--- src/rtl/cdb_pkg.sv ---
package cdb_pkg;
   // channel count and dead-time counter width
   localparam int NUM_CH = 4;
   localparam int DT_W = 10;
   localparam int ADDR_W = 4;
   localparam int DATA_W = 32;

   // register byte offsets
   localparam logic [ADDR_W-1:0] OFS_OUTCTL = 4'h0;
   localparam logic [ADDR_W-1:0] OFS_BRAKEDT = 4'h4;
   localparam logic [ADDR_W-1:0] OFS_EVENT = 4'h8;
   localparam logic [ADDR_W-1:0] OFS_STATUS = 4'hC;

   // output control: per channel group of four, idle levels above
   localparam int OC_PEN = 0;
   localparam int OC_NEN = 1;
   localparam int OC_PPOL = 2;
   localparam int OC_NPOL = 3;
   localparam int OC_STRIDE = 4;
   localparam int IDL_BASE = 16;
   localparam int IDL_STRIDE = 2;

   // brake and dead-time register
   localparam int BD_DT = 0;
   localparam int BD_IDLE_OFF = 10;
   localparam int BD_RUN_OFF = 11;
   localparam int BD_BRAKE_BASE = 12;
   localparam int BD_BRAKE_STRIDE = 3;
   localparam int BD_B_EN = 0;
   localparam int BD_B_POL = 1;
   localparam int BD_B_FILT = 2;
   localparam int BD_AUTO = 18;
   localparam int BD_IRQ_EN = 19;
   localparam int BD_LOCK = 20;
   localparam int BD_MAIN_EN = 24;

   // event register (write only) and status register
   localparam int EV_SW_BRAKE = 0;
   localparam int EV_UPDATE = 2;
   localparam int ST_FLAG = 0;
   localparam int ST_LEVEL = 2;
   localparam int ST_MAIN_EN = 4;

   // write protection levels
   localparam logic [1:0] LOCK_OFF = 2'h0;
   localparam logic [1:0] LOCK_L1 = 2'h1;
   localparam logic [1:0] LOCK_L2 = 2'h2;
   localparam logic [1:0] LOCK_L3 = 2'h3;

   // brake filter: level must be stable for FILT_LAST+1 samples
   localparam logic [2:0] FILT_LAST = 3'h7;
   localparam logic [DT_W-1:0] DT_ZERO = 10'h000;
   localparam logic [DATA_W-1:0] DATA_ZERO = 32'h0000_0000;
endpackage : cdb_pkg

--- src/rtl/cdb_output_stage.sv ---
// Local design decisions: register access over APB and the register addresses.
`timescale 1ns/1ps
`default_nettype none
// Operation
// - dead time only when both output enables and main output enable are set
// - each channel has its own 10-bit dead-time generator from the reference
// - primary output follows reference, rising edge delayed by dead time
// - complementary output is inverted reference, rising edge delayed
// - pulses shorter than the dead time are suppressed entirely
// - one shared dead-time code applies to all channels
// - complementary alone follows reference xor polarity, not inverted
// - run mode, off-state clear: disabled output undriven, enabled polarised
// - run mode, off-state set: disabled output driven at inactive level
// - both enables clear under main enable: neither output driven
// - main enable clear: release pins or hold idle levels per select
// - primary and complementary never active together
// - two brake pins, each with polarity and optional digital filter
// - software brake bits raise brake events regardless of brake enables
// - unfiltered brake pin clears main output enable asynchronously, without clock
// - brake forces outputs inactive, brake 1 then idle levels after dead time
// - resynchronised main enable may lengthen the idle dead time
// - brake sets its status flag; interrupt when enabled
// - auto re-enable sets main enable on the next update event
// - active brake blocks main enable set and flag clearing
// - brake 1 leads to safe state, brake 2 only inactive; brake 1 wins
// - three lock levels freeze configuration except the brake interrupt enable; lock field written once
// - per-output polarity bit selects active high or active low
module cdb_output_stage
   import cdb_pkg::*;
(
   // apb slave
   input wire logic pclk,
   input wire logic presetn,
   input wire logic psel,
   input wire logic penable,
   input wire logic pwrite,
   input wire logic [ADDR_W-1:0] paddr,
   input wire logic [DATA_W-1:0] pwdata,
   output logic [DATA_W-1:0] prdata,
   output logic pready,
   output logic pslverr,
   // reference waveforms and timer events
   input wire logic [NUM_CH-1:0] ref_wave,
   input wire logic update_event,
   // fault pins of the power stage
   input wire logic brake_pin_1,
   input wire logic brake_pin_2,
   // channel pins
   output logic [NUM_CH-1:0] primary_out,
   output logic [NUM_CH-1:0] primary_out_oe,
   output logic [NUM_CH-1:0] compl_out,
   output logic [NUM_CH-1:0] compl_out_oe,
   // status
   output logic brake_irq,
   output logic main_out_en
);
   logic [NUM_CH-1:0] primary_out_en_reg, compl_out_en_reg;
   logic [NUM_CH-1:0] primary_polarity_reg, compl_polarity_reg;
   logic [NUM_CH-1:0] primary_idle_level_reg, compl_idle_level_reg;
   logic [DT_W-1:0] deadtime_code_reg;
   logic idle_off_state_sel_reg, run_off_state_sel_reg;
   logic [1:0] brake_en_reg, brake_pol_reg, brake_filt_reg;
   logic auto_out_reenable_reg, brake_irq_en_reg;
   logic [1:0] lock_reg;
   logic lock_done_reg;
   logic main_out_en_reg, main_prev_reg;
   logic [1:0] brake_flag_reg;
   logic [DT_W-1:0] idle_cnt_reg;
   logic idle_ok_reg;
   logic [1:0] filt_lvl_reg;
   logic [2:0] filt_cnt_reg [2];
   logic [DATA_W-1:0] rd_data;
   logic mapped, access, wr;
   logic [1:0] brake_raw, brake_lvl, sw_brake, brake_evt;
   logic brake_any, upd, brake_async_n, idle_ready;
   logic lk1, lk2, lk3;

   // apb handshake: one wait state, request taken when pready is high
   assign access = psel & penable & pready;
   assign wr = access & pwrite;
   assign lk1 = (lock_reg >= LOCK_L1);
   assign lk2 = (lock_reg >= LOCK_L2);
   assign lk3 = (lock_reg == LOCK_L3);

   always_comb begin
      rd_data = DATA_ZERO;
      mapped = 1'b1;
      if (paddr == OFS_OUTCTL) begin
         for (int i = 0; i < NUM_CH; i++) begin
            rd_data[OC_STRIDE*i+OC_PEN] = primary_out_en_reg[i];
            rd_data[OC_STRIDE*i+OC_NEN] = compl_out_en_reg[i];
            rd_data[OC_STRIDE*i+OC_PPOL] = primary_polarity_reg[i];
            rd_data[OC_STRIDE*i+OC_NPOL] = compl_polarity_reg[i];
            rd_data[IDL_BASE+IDL_STRIDE*i] = primary_idle_level_reg[i];
            rd_data[IDL_BASE+IDL_STRIDE*i+1] = compl_idle_level_reg[i];
         end
      end else if (paddr == OFS_BRAKEDT) begin
         rd_data[BD_DT +: DT_W] = deadtime_code_reg;
         rd_data[BD_IDLE_OFF] = idle_off_state_sel_reg;
         rd_data[BD_RUN_OFF] = run_off_state_sel_reg;
         for (int b = 0; b < 2; b++) begin
            rd_data[BD_BRAKE_BASE+BD_BRAKE_STRIDE*b+BD_B_EN] = brake_en_reg[b];
            rd_data[BD_BRAKE_BASE+BD_BRAKE_STRIDE*b+BD_B_POL] = brake_pol_reg[b];
            rd_data[BD_BRAKE_BASE+BD_BRAKE_STRIDE*b+BD_B_FILT] =
               brake_filt_reg[b];
         end
         rd_data[BD_AUTO] = auto_out_reenable_reg;
         rd_data[BD_IRQ_EN] = brake_irq_en_reg;
         rd_data[BD_LOCK +: 2] = lock_reg;
         rd_data[BD_MAIN_EN] = main_out_en_reg;
      end else if (paddr == OFS_EVENT) begin
         rd_data = DATA_ZERO;
      end else if (paddr == OFS_STATUS) begin
         rd_data[ST_FLAG +: 2] = brake_flag_reg;
         rd_data[ST_LEVEL +: 2] = brake_lvl;
         rd_data[ST_MAIN_EN] = main_out_en_reg;
      end else begin
         mapped = 1'b0;
      end
   end

   always_ff @(posedge pclk or negedge presetn) begin
      if (!presetn) begin
         pready <= 1'b0;
         pslverr <= 1'b0;
         prdata <= DATA_ZERO;
      end else begin
         pready <= psel & penable & ~pready;
         pslverr <= psel & penable & ~pready & ~mapped;
         prdata <= (psel & penable & ~pready & ~pwrite) ? rd_data : DATA_ZERO;
      end
   end

   // configuration, frozen field by field by the lock level; brake interrupt enable never frozen
   always_ff @(posedge pclk or negedge presetn) begin
      if (!presetn) begin
         primary_out_en_reg <= '0;
         compl_out_en_reg <= '0;
         primary_polarity_reg <= '0;
         compl_polarity_reg <= '0;
         primary_idle_level_reg <= '0;
         compl_idle_level_reg <= '0;
         deadtime_code_reg <= DT_ZERO;
         idle_off_state_sel_reg <= 1'b0;
         run_off_state_sel_reg <= 1'b0;
         brake_en_reg <= 2'h0;
         brake_pol_reg <= 2'h0;
         brake_filt_reg <= 2'h0;
         auto_out_reenable_reg <= 1'b0;
         brake_irq_en_reg <= 1'b0;
         lock_reg <= LOCK_OFF;
         lock_done_reg <= 1'b0;
      end else if (wr && paddr == OFS_OUTCTL) begin
         for (int i = 0; i < NUM_CH; i++) begin
            if (!lk3) begin
               primary_out_en_reg[i] <= pwdata[OC_STRIDE*i+OC_PEN];
               compl_out_en_reg[i] <= pwdata[OC_STRIDE*i+OC_NEN];
            end
            if (!lk2) begin
               primary_polarity_reg[i] <= pwdata[OC_STRIDE*i+OC_PPOL];
               compl_polarity_reg[i] <= pwdata[OC_STRIDE*i+OC_NPOL];
            end
            if (!lk1) begin
               primary_idle_level_reg[i] <= pwdata[IDL_BASE+IDL_STRIDE*i];
               compl_idle_level_reg[i] <= pwdata[IDL_BASE+IDL_STRIDE*i+1];
            end
         end
      end else if (wr && paddr == OFS_BRAKEDT) begin
         if (!lk1) begin
            deadtime_code_reg <= pwdata[BD_DT +: DT_W];
            auto_out_reenable_reg <= pwdata[BD_AUTO];
            for (int b = 0; b < 2; b++) begin
               brake_en_reg[b] <= pwdata[BD_BRAKE_BASE+BD_BRAKE_STRIDE*b+BD_B_EN];
               brake_pol_reg[b] <=
                  pwdata[BD_BRAKE_BASE+BD_BRAKE_STRIDE*b+BD_B_POL];
               brake_filt_reg[b] <=
                  pwdata[BD_BRAKE_BASE+BD_BRAKE_STRIDE*b+BD_B_FILT];
            end
         end
         if (!lk2) begin
            idle_off_state_sel_reg <= pwdata[BD_IDLE_OFF];
            run_off_state_sel_reg <= pwdata[BD_RUN_OFF];
         end
         brake_irq_en_reg <= pwdata[BD_IRQ_EN];
         // lock accepts its first write only
         if (!lock_done_reg) begin
            lock_reg <= pwdata[BD_LOCK +: 2];
            lock_done_reg <= 1'b1;
         end
      end
   end

   // brake inputs: polarity, enable, optional filter
   assign sw_brake[0] = wr && paddr == OFS_EVENT && pwdata[EV_SW_BRAKE];
   assign sw_brake[1] = wr && paddr == OFS_EVENT && pwdata[EV_SW_BRAKE+1];
   assign upd = update_event | (wr && paddr == OFS_EVENT && pwdata[EV_UPDATE]);
   assign brake_raw[0] = (brake_pin_1 ^ brake_pol_reg[0]) & brake_en_reg[0];
   assign brake_raw[1] = (brake_pin_2 ^ brake_pol_reg[1]) & brake_en_reg[1];

   generate
      for (genvar b = 0; b < 2; b++) begin : g_brake
         always_ff @(posedge pclk or negedge presetn) begin
            if (!presetn) begin
               filt_cnt_reg[b] <= 3'h0;
               filt_lvl_reg[b] <= 1'b0;
            end else if (brake_raw[b] == filt_lvl_reg[b]) begin
               filt_cnt_reg[b] <= 3'h0;
            end else if (filt_cnt_reg[b] == FILT_LAST) begin
               filt_cnt_reg[b] <= 3'h0;
               filt_lvl_reg[b] <= brake_raw[b];
            end else begin
               filt_cnt_reg[b] <= filt_cnt_reg[b] + 3'h1;
            end
         end
         assign brake_lvl[b] = brake_filt_reg[b] ? filt_lvl_reg[b] : brake_raw[b];
         assign brake_evt[b] = brake_lvl[b] | sw_brake[b];
      end
   endgenerate

   assign brake_any = |brake_evt;
   // unfiltered pins act with no clock at all; a filtered pin waits for it
   assign brake_async_n = presetn & ~(brake_raw[0] & ~brake_filt_reg[0])
      & ~(brake_raw[1] & ~brake_filt_reg[1]);

   // main output enable
   always_ff @(posedge pclk or negedge brake_async_n) begin
      if (!brake_async_n) begin
         main_out_en_reg <= 1'b0;
      end else if (brake_any) begin
         main_out_en_reg <= 1'b0;
      end else if (wr && paddr == OFS_BRAKEDT) begin
         main_out_en_reg <= pwdata[BD_MAIN_EN];
      end else if (auto_out_reenable_reg && upd) begin
         main_out_en_reg <= 1'b1;
      end
   end
   assign main_out_en = main_out_en_reg;

   // brake flags: set wins over clear, no clear while the level stands
   always_ff @(posedge pclk or negedge presetn) begin
      if (!presetn) begin
         brake_flag_reg <= 2'h0;
         brake_irq <= 1'b0;
      end else begin
         for (int b = 0; b < 2; b++) begin
            if (brake_evt[b]) begin
               brake_flag_reg[b] <= 1'b1;
            end else if (wr && paddr == OFS_STATUS && pwdata[ST_FLAG+b]
                         && !brake_lvl[b]) begin
               brake_flag_reg[b] <= 1'b0;
            end
         end
         brake_irq <= brake_irq_en_reg & (|brake_flag_reg);
      end
   end

   // idle dead time after the enable drops; resync adds a cycle only when the dead-time code is zero
   always_ff @(posedge pclk or negedge presetn) begin
      if (!presetn) begin
         main_prev_reg <= 1'b0;
         idle_cnt_reg <= DT_ZERO;
         idle_ok_reg <= 1'b1;
      end else begin
         main_prev_reg <= main_out_en_reg;
         if (main_out_en_reg) begin
            idle_cnt_reg <= deadtime_code_reg;
         end else if (idle_cnt_reg != DT_ZERO) begin
            idle_cnt_reg <= idle_cnt_reg - 10'h001;
         end
         if (brake_evt[0]) begin
            idle_ok_reg <= 1'b1;
         end else if (brake_evt[1]) begin
            idle_ok_reg <= 1'b0;
         end else if (main_out_en_reg) begin
            idle_ok_reg <= 1'b1;
         end
      end
   end
   assign idle_ready = !main_out_en_reg && !main_prev_reg
      && idle_cnt_reg == DT_ZERO && idle_ok_reg;

   // per channel dead-time generator and output stage
   generate
      for (genvar i = 0; i < NUM_CH; i++) begin : g_ch
         logic ref_prev_reg, p_act_reg, n_act_reg, p_next, n_next;
         logic p_idle_reg, n_idle_reg;
         logic [DT_W-1:0] dt_cnt_reg;
         logic dt_ok;
         logic both_en;

         assign both_en = primary_out_en_reg[i] & compl_out_en_reg[i];
         always_ff @(posedge pclk or negedge presetn) begin
            if (!presetn) begin
               ref_prev_reg <= 1'b0;
               dt_cnt_reg <= DT_ZERO;
            end else begin
               ref_prev_reg <= ref_wave[i];
               if (ref_wave[i] != ref_prev_reg) begin
                  dt_cnt_reg <= deadtime_code_reg;
               end else if (dt_cnt_reg != DT_ZERO) begin
                  dt_cnt_reg <= dt_cnt_reg - 10'h001;
               end
            end
         end
         assign dt_ok = (dt_cnt_reg == DT_ZERO);

         always_comb begin
            p_next = 1'b0;
            n_next = 1'b0;
            if (main_out_en_reg && both_en) begin
               p_next = ref_prev_reg & dt_ok;
               n_next = ~ref_prev_reg & dt_ok;
            end else if (main_out_en_reg) begin
               p_next = primary_out_en_reg[i] & ref_prev_reg;
               n_next = compl_out_en_reg[i] & ref_prev_reg;
            end
         end

         // idle levels sit in flops the brake does not force, so they can
         // appear after the dead time while the brake level still stands
         always_ff @(posedge pclk or negedge presetn) begin
            if (!presetn) begin
               p_idle_reg <= 1'b0;
               n_idle_reg <= 1'b0;
            end else begin
               p_idle_reg <= idle_ready
                  & primary_idle_level_reg[i];
               n_idle_reg <= idle_ready & compl_idle_level_reg[i]
                  & ~primary_idle_level_reg[i];
            end
         end

         always_ff @(posedge pclk or negedge brake_async_n) begin
            if (!brake_async_n) begin
               p_act_reg <= 1'b0;
               n_act_reg <= 1'b0;
            end else begin
               p_act_reg <= p_next;
               n_act_reg <= n_next;
            end
         end

         always_ff @(posedge pclk or negedge presetn) begin
            if (!presetn) begin
               primary_out_oe[i] <= 1'b0;
               compl_out_oe[i] <= 1'b0;
            end else if (!(primary_out_en_reg[i] | compl_out_en_reg[i])) begin
               primary_out_oe[i] <= 1'b0;
               compl_out_oe[i] <= 1'b0;
            end else if (main_out_en_reg) begin
               primary_out_oe[i] <= primary_out_en_reg[i] | run_off_state_sel_reg;
               compl_out_oe[i] <= compl_out_en_reg[i] | run_off_state_sel_reg;
            end else begin
               primary_out_oe[i] <= idle_off_state_sel_reg;
               compl_out_oe[i] <= idle_off_state_sel_reg;
            end
         end
         assign primary_out[i] = (p_act_reg | p_idle_reg)
            ^ primary_polarity_reg[i];
         assign compl_out[i] = (n_act_reg | n_idle_reg)
            ^ compl_polarity_reg[i];

      end
   endgenerate
endmodule : cdb_output_stage
`default_nettype wire

--- config.mk ---
export PLATFORM = sky130hd
export DESIGN_NAME = cdb_output_stage
export DESIGN_NICKNAME = d
export VERILOG_FILES = /design/src/rtl/cdb_pkg.sv /design/src/rtl/cdb_output_stage.sv
export SDC_FILE = /design/constraint.sdc
export NUM_CORES = 1
export LEC_CHECK = 0
export BUFFER_PORTS_ARGS = -buffer_cell sky130_fd_sc_hd__buf_2
export CORE_ASPECT_RATIO = 1.4
export CORE_UTILIZATION = 30
export CTS_BUF_LIST = sky130_fd_sc_hd__clkbuf_4 sky130_fd_sc_hd__clkbuf_8
export DETAILED_ROUTE_END_ITERATION = 8
export SLEW_MARGIN = 0
export SYNTH_ARGS = -nofsm -noshare
export SYNTH_HDL_FRONTEND = slang
export SYNTH_SLANG_ARGS = --single-unit
--- constraint.sdc ---
create_clock -name pclk -period 2.5 [get_ports pclk]
set_input_delay 0.5 -clock pclk [delete_from_list [all_inputs] [get_ports pclk]]
set_output_delay 0.5 -clock pclk [all_outputs]
set_load 0.01 [all_outputs]
; ---- Word-level counts from Yosys, hierarchy flattened
; Index checks and enable logic that the tools add are counted.
[word_totals]
input_bits = 48
word_cells = 306
out_inout_bits = 52
ff_bits = 173
[classes]
reduce_logical = 54
addsub = 7
n_mux = 69
magnitude_cmp = 2
bitwise = 100
n_eq_ne = 12
[ops]
columns = cell, count
row1 = 2-to-1 mux 10 bit, 10
row2 = logical NOT 10 bit, 5
row3 = 2-to-1 mux 1 bit, 50
row4 = nonzero test 10 bit, 5
row5 = "subtractor 10 x 1 -> 10 bit, second input constant", 5
row6 = bitwise AND 1 bit, 45
row7 = 2-to-1 mux 32 bit, 1
row8 = 2-to-1 mux 24 bit, 1
row9 = bitwise OR 1 bit, 23
row10 = 2-to-1 mux 22 bit, 1
row11 = NOT 1 bit, 22
row12 = logical AND 1 bit, 19
row13 = nonzero test 2 bit, 7
row14 = 2-to-1 mux 3 bit, 4
row15 = AND reduction 2 bit, 6
row16 = 2-to-1 mux 5 bit, 2
row17 = XOR 1 bit, 10
row18 = AND reduction 3 bit, 3
row19 = "equality test 4 bit, second input constant", 2
row20 = "adder 3 x 1 -> 3 bit, second input constant", 2
row21 = "equality test 3 bit, second input constant", 2
row22 = nonzero test 3 bit, 2
row23 = "equality test 4 x 3 -> 1 bit, second input constant", 1
row24 = logical NOT 1 bit, 4
row25 = other kinds (7), 12

; ---- Logic depth before layout (Yosys ltp)
; Gate-level depths: netlist (run 1).
[logic_depth]
word_depth = 10
mapped_depth = 7
depth_no_buf = 6

; ---- Worst setup path before layout (run 1)
; OpenSTA, ideal clock, no wires.
[synth_timing]
path_kind = reg2reg
start = reg g_ch[1].dt_cnt_reg[0]
end = reg g_ch[1].dt_cnt_reg[1]
setup_ps = 126
path_buffers = 1
t_required_ps = 2374
synth_period_minus_slack_ps = 1972
slack_ps = 528
path_stages_with_launch = 8
arrival_ps = 1846
path_cell_list = dfrtp_1 -> inv_1 -> ha_1 -> or4b_1 -> buf_2 -> nor3_4 -> nor3_1 -> a221o_1
[synth_via]
elab_chain_cells = 3
elab_cells_between_ends = 5
cone_classes = 1 x add/sub / 2 x mux / 2 x reduce/logical
[synth_rtl]
columns = element, line
row1 = "start, declared", cdb_output_stage.sv:287  ; logic [DT_W-1:0] dt_cnt_reg;
row2 = "start signal, assigned", cdb_output_stage.sv:299  ; dt_cnt_reg <= deadtime_code_reg;
row3 = "start signal, assigned", cdb_output_stage.sv:301  ; dt_cnt_reg <= dt_cnt_reg - 10'h001;
row4 = subtractor 10 x 1 -> 10 bit, cdb_output_stage.sv:301
row5 = 2-to-1 mux 10 bit, cdb_output_stage.sv:300  ; end else if (dt_cnt_reg != DT_ZERO) begin
row6 = 2-to-1 mux 10 bit, cdb_output_stage.sv:298  ; if (ref_wave[i] != ref_prev_reg) begin
; Several ways; a longest one is shown, not always the timed one. The select of a mux whose other input is x is not followed.
; A chain may end at the register's enable or synchronous reset.

; ---- Final worst setup path (run 1)
[layout_timing]
start = reg g_ch[0].dt_cnt_reg[0]
end = reg g_ch[0].dt_cnt_reg[1]
[layout_via]
elab_chain_cells = 3
elab_cells_between_ends = 5
cone_classes = 1 x add/sub / 2 x mux / 2 x reduce/logical
[layout_rtl]
columns = element, line
row1 = "start, declared", cdb_output_stage.sv:287
row2 = "start signal, assigned", cdb_output_stage.sv:299
row3 = "start signal, assigned", cdb_output_stage.sv:301
row4 = subtractor 10 x 1 -> 10 bit, cdb_output_stage.sv:301
row5 = 2-to-1 mux 10 bit, cdb_output_stage.sv:300
row6 = 2-to-1 mux 10 bit, cdb_output_stage.sv:298
; Several ways; a longest one is shown, not always the timed one. The select of a mux whose other input is x is not followed.

==> flow_metrics.tcl, run 1 <==
set metrics [dict create \
    outcome "complete, no violations" \
    avgViaCountPerCell 4.932 \
    reg2reg_to "g_ch[0].dt_cnt_reg[1]$_DFFE_PN0P_" \
    count_of_input_and_output_buffers 85 \
    clock.fmax_ghz 0.4550 \
    finalHoldWorstSlack_ns 0.1549 \
    drc 0 \
    startpoint_type "register" \
    largest_net_degree_at_the_start_of_global_routing 58 \
    worst_case_reg_to_reg_path_depth 6 \
    ant_nets 0 \
    layout.cells.most_common_list "sky130_fd_sc_hd__dfrtp_1 (165), sky130_fd_sc_hd__buf_2 (84), sky130_fd_sc_hd__nor2_1 (70), sky130_fd_sc_hd__nand2_1 (53), sky130_fd_sc_hd__mux2_2 (47)" \
    yosysSeqAreaShare 0.5471 \
    gp_congestion 0.8156 \
    synthSimpleGateAreaFrac 0.1677 \
    final_common_cell "sky130_fd_sc_hd__dfrtp_1" \
    cts-htree-levels 4 \
    cts-root-to-sink-buffers 2 \
    hold_path_startpoint "ref_wave[0]" \
    cts.sinks 166 \
    ctsRootBufferMaster "sky130_fd_sc_hd__clkbuf_8" \
    final.min_clock_period_ns 2.198 \
    fraction_of_the_mapped_netlist_area_in_compound_gates 0.1117 \
    fin_setup_tns_ns 0 \
    critPathRequiredTime_ns 2.87 \
    syn2layout_area_growth_pct 17.15 \
    dpl.hpwl_um 13710 \
    synth_enable_flop_cells 0 \
    timing.slew.headroom 0.5227 \
    synth_area_sq_um 7595 \
    placement.cell_area_sq_um 8502 \
    proportion_of_layout_cells_with_a_drive_suffix_above_1 0.2553 \
    timing.final.hold_violations 0 \
    largest_register_ffs 40 \
    wl_per_cell_um 16.94 \
    synth-main-ff-cell "sky130_fd_sc_hd__dfrtp_1" \
    fp.dieArea_sq_um 25960 \
    final.fill_count 2490 \
    pin_slew_with_the_least_headroom_to_its_limit_ns 0.7061 \
    antenna_found_initial 0 \
    timing.critical_path.arrival_ns 2.56 \
    nNetsFinal 847 \
    max-cap-violations 0 \
    muxShareOfSynthArea 0.08023 \
    globalRouteOverflowTotal 0 \
    crit_path_max_fanout 9 \
    synth.avg_cell_area_sq_um 11.09 \
    insertion_delay_ns 0.47 \
    final-setup-viol-count 0 \
    rows 68 \
    critical_path_class "reg -> reg" \
    r2r_start "g_ch[0].dt_cnt_reg[0]$_DFFE_PN0P_" \
    final_critical_path_setup_slack_ns 0.3021 \
    leakage_uw 0.004142 \
    crit_path_max_incr_delay_ns 0.58 \
    min_period_over_period 0.8792 \
    hold_end "g_ch[0].ref_prev_reg$_DFF_PN0_" \
    ys_ff_latch 166 \
    worst_setup_path_end_kind "register" \
    reg2reg_setup_slack_ns 0.30 \
    cts_tree "done" \
    die_w_um 136.5 \
    global_route.usage.total 0.1562 \
    first_global_vias 5522 \
    clkSlewWorstSetupHoldPaths_ns 0.11 \
    design.core.area_sq_um 24760 \
    grt_first_pass_wirelength_um 30410 \
    start_util 0.3068 \
    post_synth_xor_area_fraction 0.04498 \
    synthesis.instances 685 \
    largest_family_of_logic_cells_by_synthesized_area "simple AND/OR/NAND/NOR gates" \
    route.vias.total 5514 \
    grt_setup_unrepaired "no" \
    maxSlewViolCount 0 \
    dp_worst_setup_slack_ns 0.3296 \
    synthAdderAreaFrac 0.01483 \
    yosys.cell_types.count 66 \
    insertedDiodeCount 0 \
    p_per_area_nw_per_um2 809.8 \
    die_h_um 190.3 \
    drt_pre_antenna_iters 5 \
    vdd_ir_drop_max_v 0.0003514 \
    fin_total_pwr_uw 7205 \
    clock-skew-final_ns 0.01769 \
    crit_path_top_delay_cell "sky130_fd_sc_hd__or4b_1" \
    pin_count 100 \
    route.final.wire_length_um 18940 \
    worstPathCellList "inv_1 > ha_1 > or4b_1 > nor3b_4 > inv_1 > o311ai_2" \
    worst_path_most_repeated_cell "sky130_fd_sc_hd__inv_1" \
    yosysWarnings 0 \
    min_path_type "in -> reg" \
    hold_depth 1 \
    number_of_cts_inserted_buffers 17 \
    ys_async_rst_share 1.000 \
    drt_iter0_markers 380 \
    layout.cell_area.non_filler_sq_um 8897 \
]
-- per-layer routing --
metal / track usage / part of all wire
met5: 0 / 0
met3: 0.02897 / 0.045
met1: 0.2040 / 0.45
met2: 0.2558 / 0.49
met4: 0.05641 / 0.022
-- logic make-up after synthesis --
group                      count (synthesis)
and+or+nand+nor                          233
DFF                                      166
AOI/OAI and AO/OA                        127
muxes                                     55
buffers and inverters                     55
xor gates and xnor gates                  39
adders and majority gates                  9
other                                      1
-- stage by stage --
| stage | utilization | cells |
|---|---|---|
| 2_1_floorplan | - | 691 |
| 3_3_place_gp | 0.3434 | 1085 |
| 3_5_place_dp | 0.3434 | 1085 |
| 4_1_cts | 0.3594 | 1118 |
| 5_1_grt | 0.3594 | 1118 |
| 6_report | 0.3594 | 1118 |
-- synthesized netlist by cell type, drive strengths merged (7+ instances only) --
cell type	instances	share of area
a21oi	26	0.017
a22oi	17	0.017
and3	10	0.0082
buf	14	0.013
clkbuf	18	0.0089
dfrtp	165	0.54
ha	9	0.015
inv	23	0.011
mux2	47	0.070
mux2i	8	0.011
nand2	53	0.026
nand2b	10	0.0082
nand3	15	0.011
nor2	70	0.035
nor2b	7	0.0058
nor3	18	0.015
nor3b	9	0.010
o21ai	31	0.020
o31ai	16	0.016
xnor2	25	0.029
xor2	14	0.016
-- critical path, delay by kind of cell, from the launching register on --
family / cells / cell delay (ns)
adders and majority gates: 1 / 0.21
and+or+nand+nor: 2 / 1.03
buffers and inverters: 2 / 0.22
AOI/OAI and AO/OA: 1 / 0.26
DFF: 1 / 0.39
-- area by class of cell --
type	count	area [sq um]	share of cell area
Clock inverter	13	130.1	0.01463
Clock buffer	19	255.2	0.02869
Timing Repair Buffer	112	649.4	0.07299
Multi-Input combinational cell	470	3227	0.3627
Sequential cell	166	4155	0.4670
Tap cell	315	394.1	0.04430
Inverter	23	86.33	0.009703
-- power by group --
group / internal [uW] / switching (uW)
registers: 3060 / 384
clock network: 778 / 1120
logic: 880 / 981
total: 4720 / 2480
-- worst max-delay path by stage --
stage                                            from                                end  slack, ns  cells after the start
finish              g_ch[0].dt_cnt_reg[0]$_DFFE_PN0P_  g_ch[0].dt_cnt_reg[1]$_DFFE_PN0P_       0.30                      6
global route        g_ch[0].dt_cnt_reg[1]$_DFFE_PN0P_  g_ch[0].dt_cnt_reg[1]$_DFFE_PN0P_       0.11                      6
CTS                 g_ch[0].dt_cnt_reg[1]$_DFFE_PN0P_  g_ch[0].dt_cnt_reg[1]$_DFFE_PN0P_       0.30                      6
detailed placement  g_ch[0].dt_cnt_reg[1]$_DFFE_PN0P_  g_ch[0].dt_cnt_reg[1]$_DFFE_PN0P_       0.33                      6
global placement    g_ch[0].dt_cnt_reg[0]$_DFFE_PN0P_  g_ch[0].dt_cnt_reg[1]$_DFFE_PN0P_       0.35                      6
floorplan           g_ch[1].dt_cnt_reg[0]$_DFFE_PN0P_  g_ch[1].dt_cnt_reg[1]$_DFFE_PN0P_       0.53                      7
-- what timing repair did --
action | CTS | global route
endpoints found under the hold margin | 36 | 0
hold buffers | 1 | 0
resized for setup | 0 | 0
buffers inserted | 0 | 0
setup endpoints to repair | 0 | 0
(Power assumes the default switching activity.)
==> inputs of run 2 (changes only) <==
Settings changed: CORE_ASPECT_RATIO 1.4 to 1.2, RECOVER_POWER set to 100.
==> run 2 against run 1 <==
Sequential power is essentially flat. Cell count increased by 0.36%. Die area hardly changed. Critical path type is now in -> reg. Critical path depth shrank 1. Largest power group unchanged. Clock-buffer cell count is 2 lower. Sequential cell count stayed put. Clock skew down 0.0037 ns. Largest cell class unchanged. Via count is 0.83% lower. Power rose by 2.1%. Clock power increased by 11%. First-iteration DRC count fell by 29%.
==> flow_metrics.tcl, run 2 (synthesis gave the netlist of run 1 again) <==
set metrics [dict create \
    fp.dieArea_sq_um 25960 \
    dpl.hpwl_um 13400 \
    route.vias.total 5468 \
    placedCellCount 1089 \
    max-cap-violations 0 \
    final-setup-viol-count 0 \
    globalRouteOverflowTotal 0 \
    largest_register_ffs 40 \
    cts.sinks 166 \
    nNetsFinal 841 \
    route.final.wire_length_um 19190 \
    drc 0 \
    die_w_um 147.2 \
    final.min_clock_period_ns 2.318 \
    min_period_over_period 0.9271 \
    cts_post_setup_buffers_inserted 0 \
    outcome "complete, no violations" \
    final.fill_count 2537 \
    clock.fmax_ghz 0.4314 \
    cts_tree "done" \
    critical_path_class "in -> reg" \
    insertion_delay_ns 0.47 \
    timing.critical_path.arrival_ns 2.68 \
    critPathRequiredTime_ns 2.86 \
    ant_nets 0 \
    grt_setup_unrepaired "no" \
    final_common_cell "sky130_fd_sc_hd__dfrtp_1" \
    clkSlewWorstSetupHoldPaths_ns 0.10 \
    timing.final.hold_violations 0 \
    gp_congestion 0.8103 \
    start_util 0.3068 \
    ctsRootBufferMaster "sky130_fd_sc_hd__clkbuf_8" \
    first_global_vias 5426 \
    cts-htree-levels 4 \
    startpoint_type "primary input" \
    cts_hold_buf 1 \
    drt_iter0_markers 271 \
    rows 63 \
    leakage_uw 0.003883 \
    crit_path_max_fanout 25 \
    global_route.usage.total 0.1563 \
    proportion_of_layout_cells_with_a_drive_suffix_above_1 0.1681 \
    pin_slew_with_the_least_headroom_to_its_limit_ns 1.419 \
    design.core.area_sq_um 24750 \
    fin_setup_tns_ns 0 \
    clock-skew-final_ns 0.01396 \
    insertedDiodeCount 0 \
    p_per_area_nw_per_um2 839.2 \
    syn2layout_area_growth_pct 15.42 \
    cts-root-to-sink-buffers 2 \
    number_of_cts_inserted_buffers 17 \
    pin_count 100 \
    drt_pre_antenna_iters 5 \
    wl_per_cell_um 17.10 \
    grt_first_pass_wirelength_um 30800 \
    antenna_found_initial 0 \
    largest_net_degree_at_the_start_of_global_routing 62 \
    maxSlewViolCount 0 \
    regArea_sq_um 4155 \
    min_path_type "in -> reg" \
    cts-resized-gates 0 \
    timing.slew.headroom 0.05428 \
    final_critical_path_setup_slack_ns 0.1822 \
    worst_setup_path_end_kind "register" \
    combined_area_of_the_multi_input_logic_cells_sq_um 3163 \
    avgViaCountPerCell 4.873 \
    layout.cells.most_common_list "sky130_fd_sc_hd__dfrtp_1 (165), sky130_fd_sc_hd__nor2_1 (70), sky130_fd_sc_hd__clkbuf_1 (56), sky130_fd_sc_hd__nand2_1 (53), sky130_fd_sc_hd__mux2_2 (47)" \
    vdd_ir_drop_max_v 0.0003627 \
    die_h_um 176.3 \
    count_of_input_and_output_buffers 85 \
    final_cell_count_no_fill 1122 \
    dp_worst_setup_slack_ns 0.3101 \
]
[run 2: layout make-up]
type / instances / area share
clock buffer: 17 / 0.02669
clock inverter: 15 / 0.02284
tap: 325 / 0.04639
multi-input combinational: 470 / 0.3608
inverter: 23 / 0.009849
timing repair buffer: 106 / 0.05938
sequential: 166 / 0.4740
[run 2: worst max-delay path, cell delays in order]
cell and delay [ns]:
sky130_fd_sc_hd__buf_2 0.13, sky130_fd_sc_hd__nor4_1 0.40, sky130_fd_sc_hd__clkbuf_1 1.08, sky130_fd_sc_hd__nor3_1 0.22
sky130_fd_sc_hd__mux2_2 0.34
[run 2: final timing paths]
path | start | to | slack, ns | cells past startpoint
min reg2reg | filt_cnt_reg[0]$_DFF_PN0_ | filt_cnt_reg[0]$_DFF_PN0_ | 0.45 | 1
min in group asynchronous | brake_pin_2 | g_ch[3].n_act_reg$_DFF_PN0_ | 0.53 | 5
max reg2reg | pready$_DFF_PN0_ | deadtime_code_reg[9]$_DFFE_PN0P_ | 0.28 | 4
min | ref_wave[0] | g_ch[0].ref_prev_reg$_DFF_PN0_ | 0.16 | 1
max | paddr[1] | lock_reg[1]$_DFFE_PN0P_ | 0.18 | 5
max in group asynchronous | presetn | g_ch[3].dt_cnt_reg[3]$_DFFE_PN0P_ | 0.50 | 3
[run 2: where the power goes]
group / switching, uW / internal [uW]
Combinational: 982 / 829
Clock: 1150 / 952
Sequential: 381 / 3060
[run 2: metrics by stage]
step | hold WS (ns) | total power (uW) | utilization | area, sq um
floorplan | 0.2044 | 4873 | - | 7617
global placement | 0.3685 | 5329 | 0.3427 | 8482
detailed placement | 0.3688 | 5377 | 0.3427 | 8482
CTS | 0.1312 | 7512 | 0.3606 | 8926
global route | 0.1398 | 7837 | 0.3542 | 8766
finish | 0.1615 | 7357 | 0.3542 | 8766
[run 2: metal layers]
metal | share of wire | track usage | vias to the layer above
li1 | - | - | 2607
met1 | 0.46 | 0.2203 | 2703
met2 | 0.47 | 0.2449 | 143
met3 | 0.055 | 0.02997 | 15
met4 | 0.012 | 0.04253 | 0
met5 | 0 | 0 | -
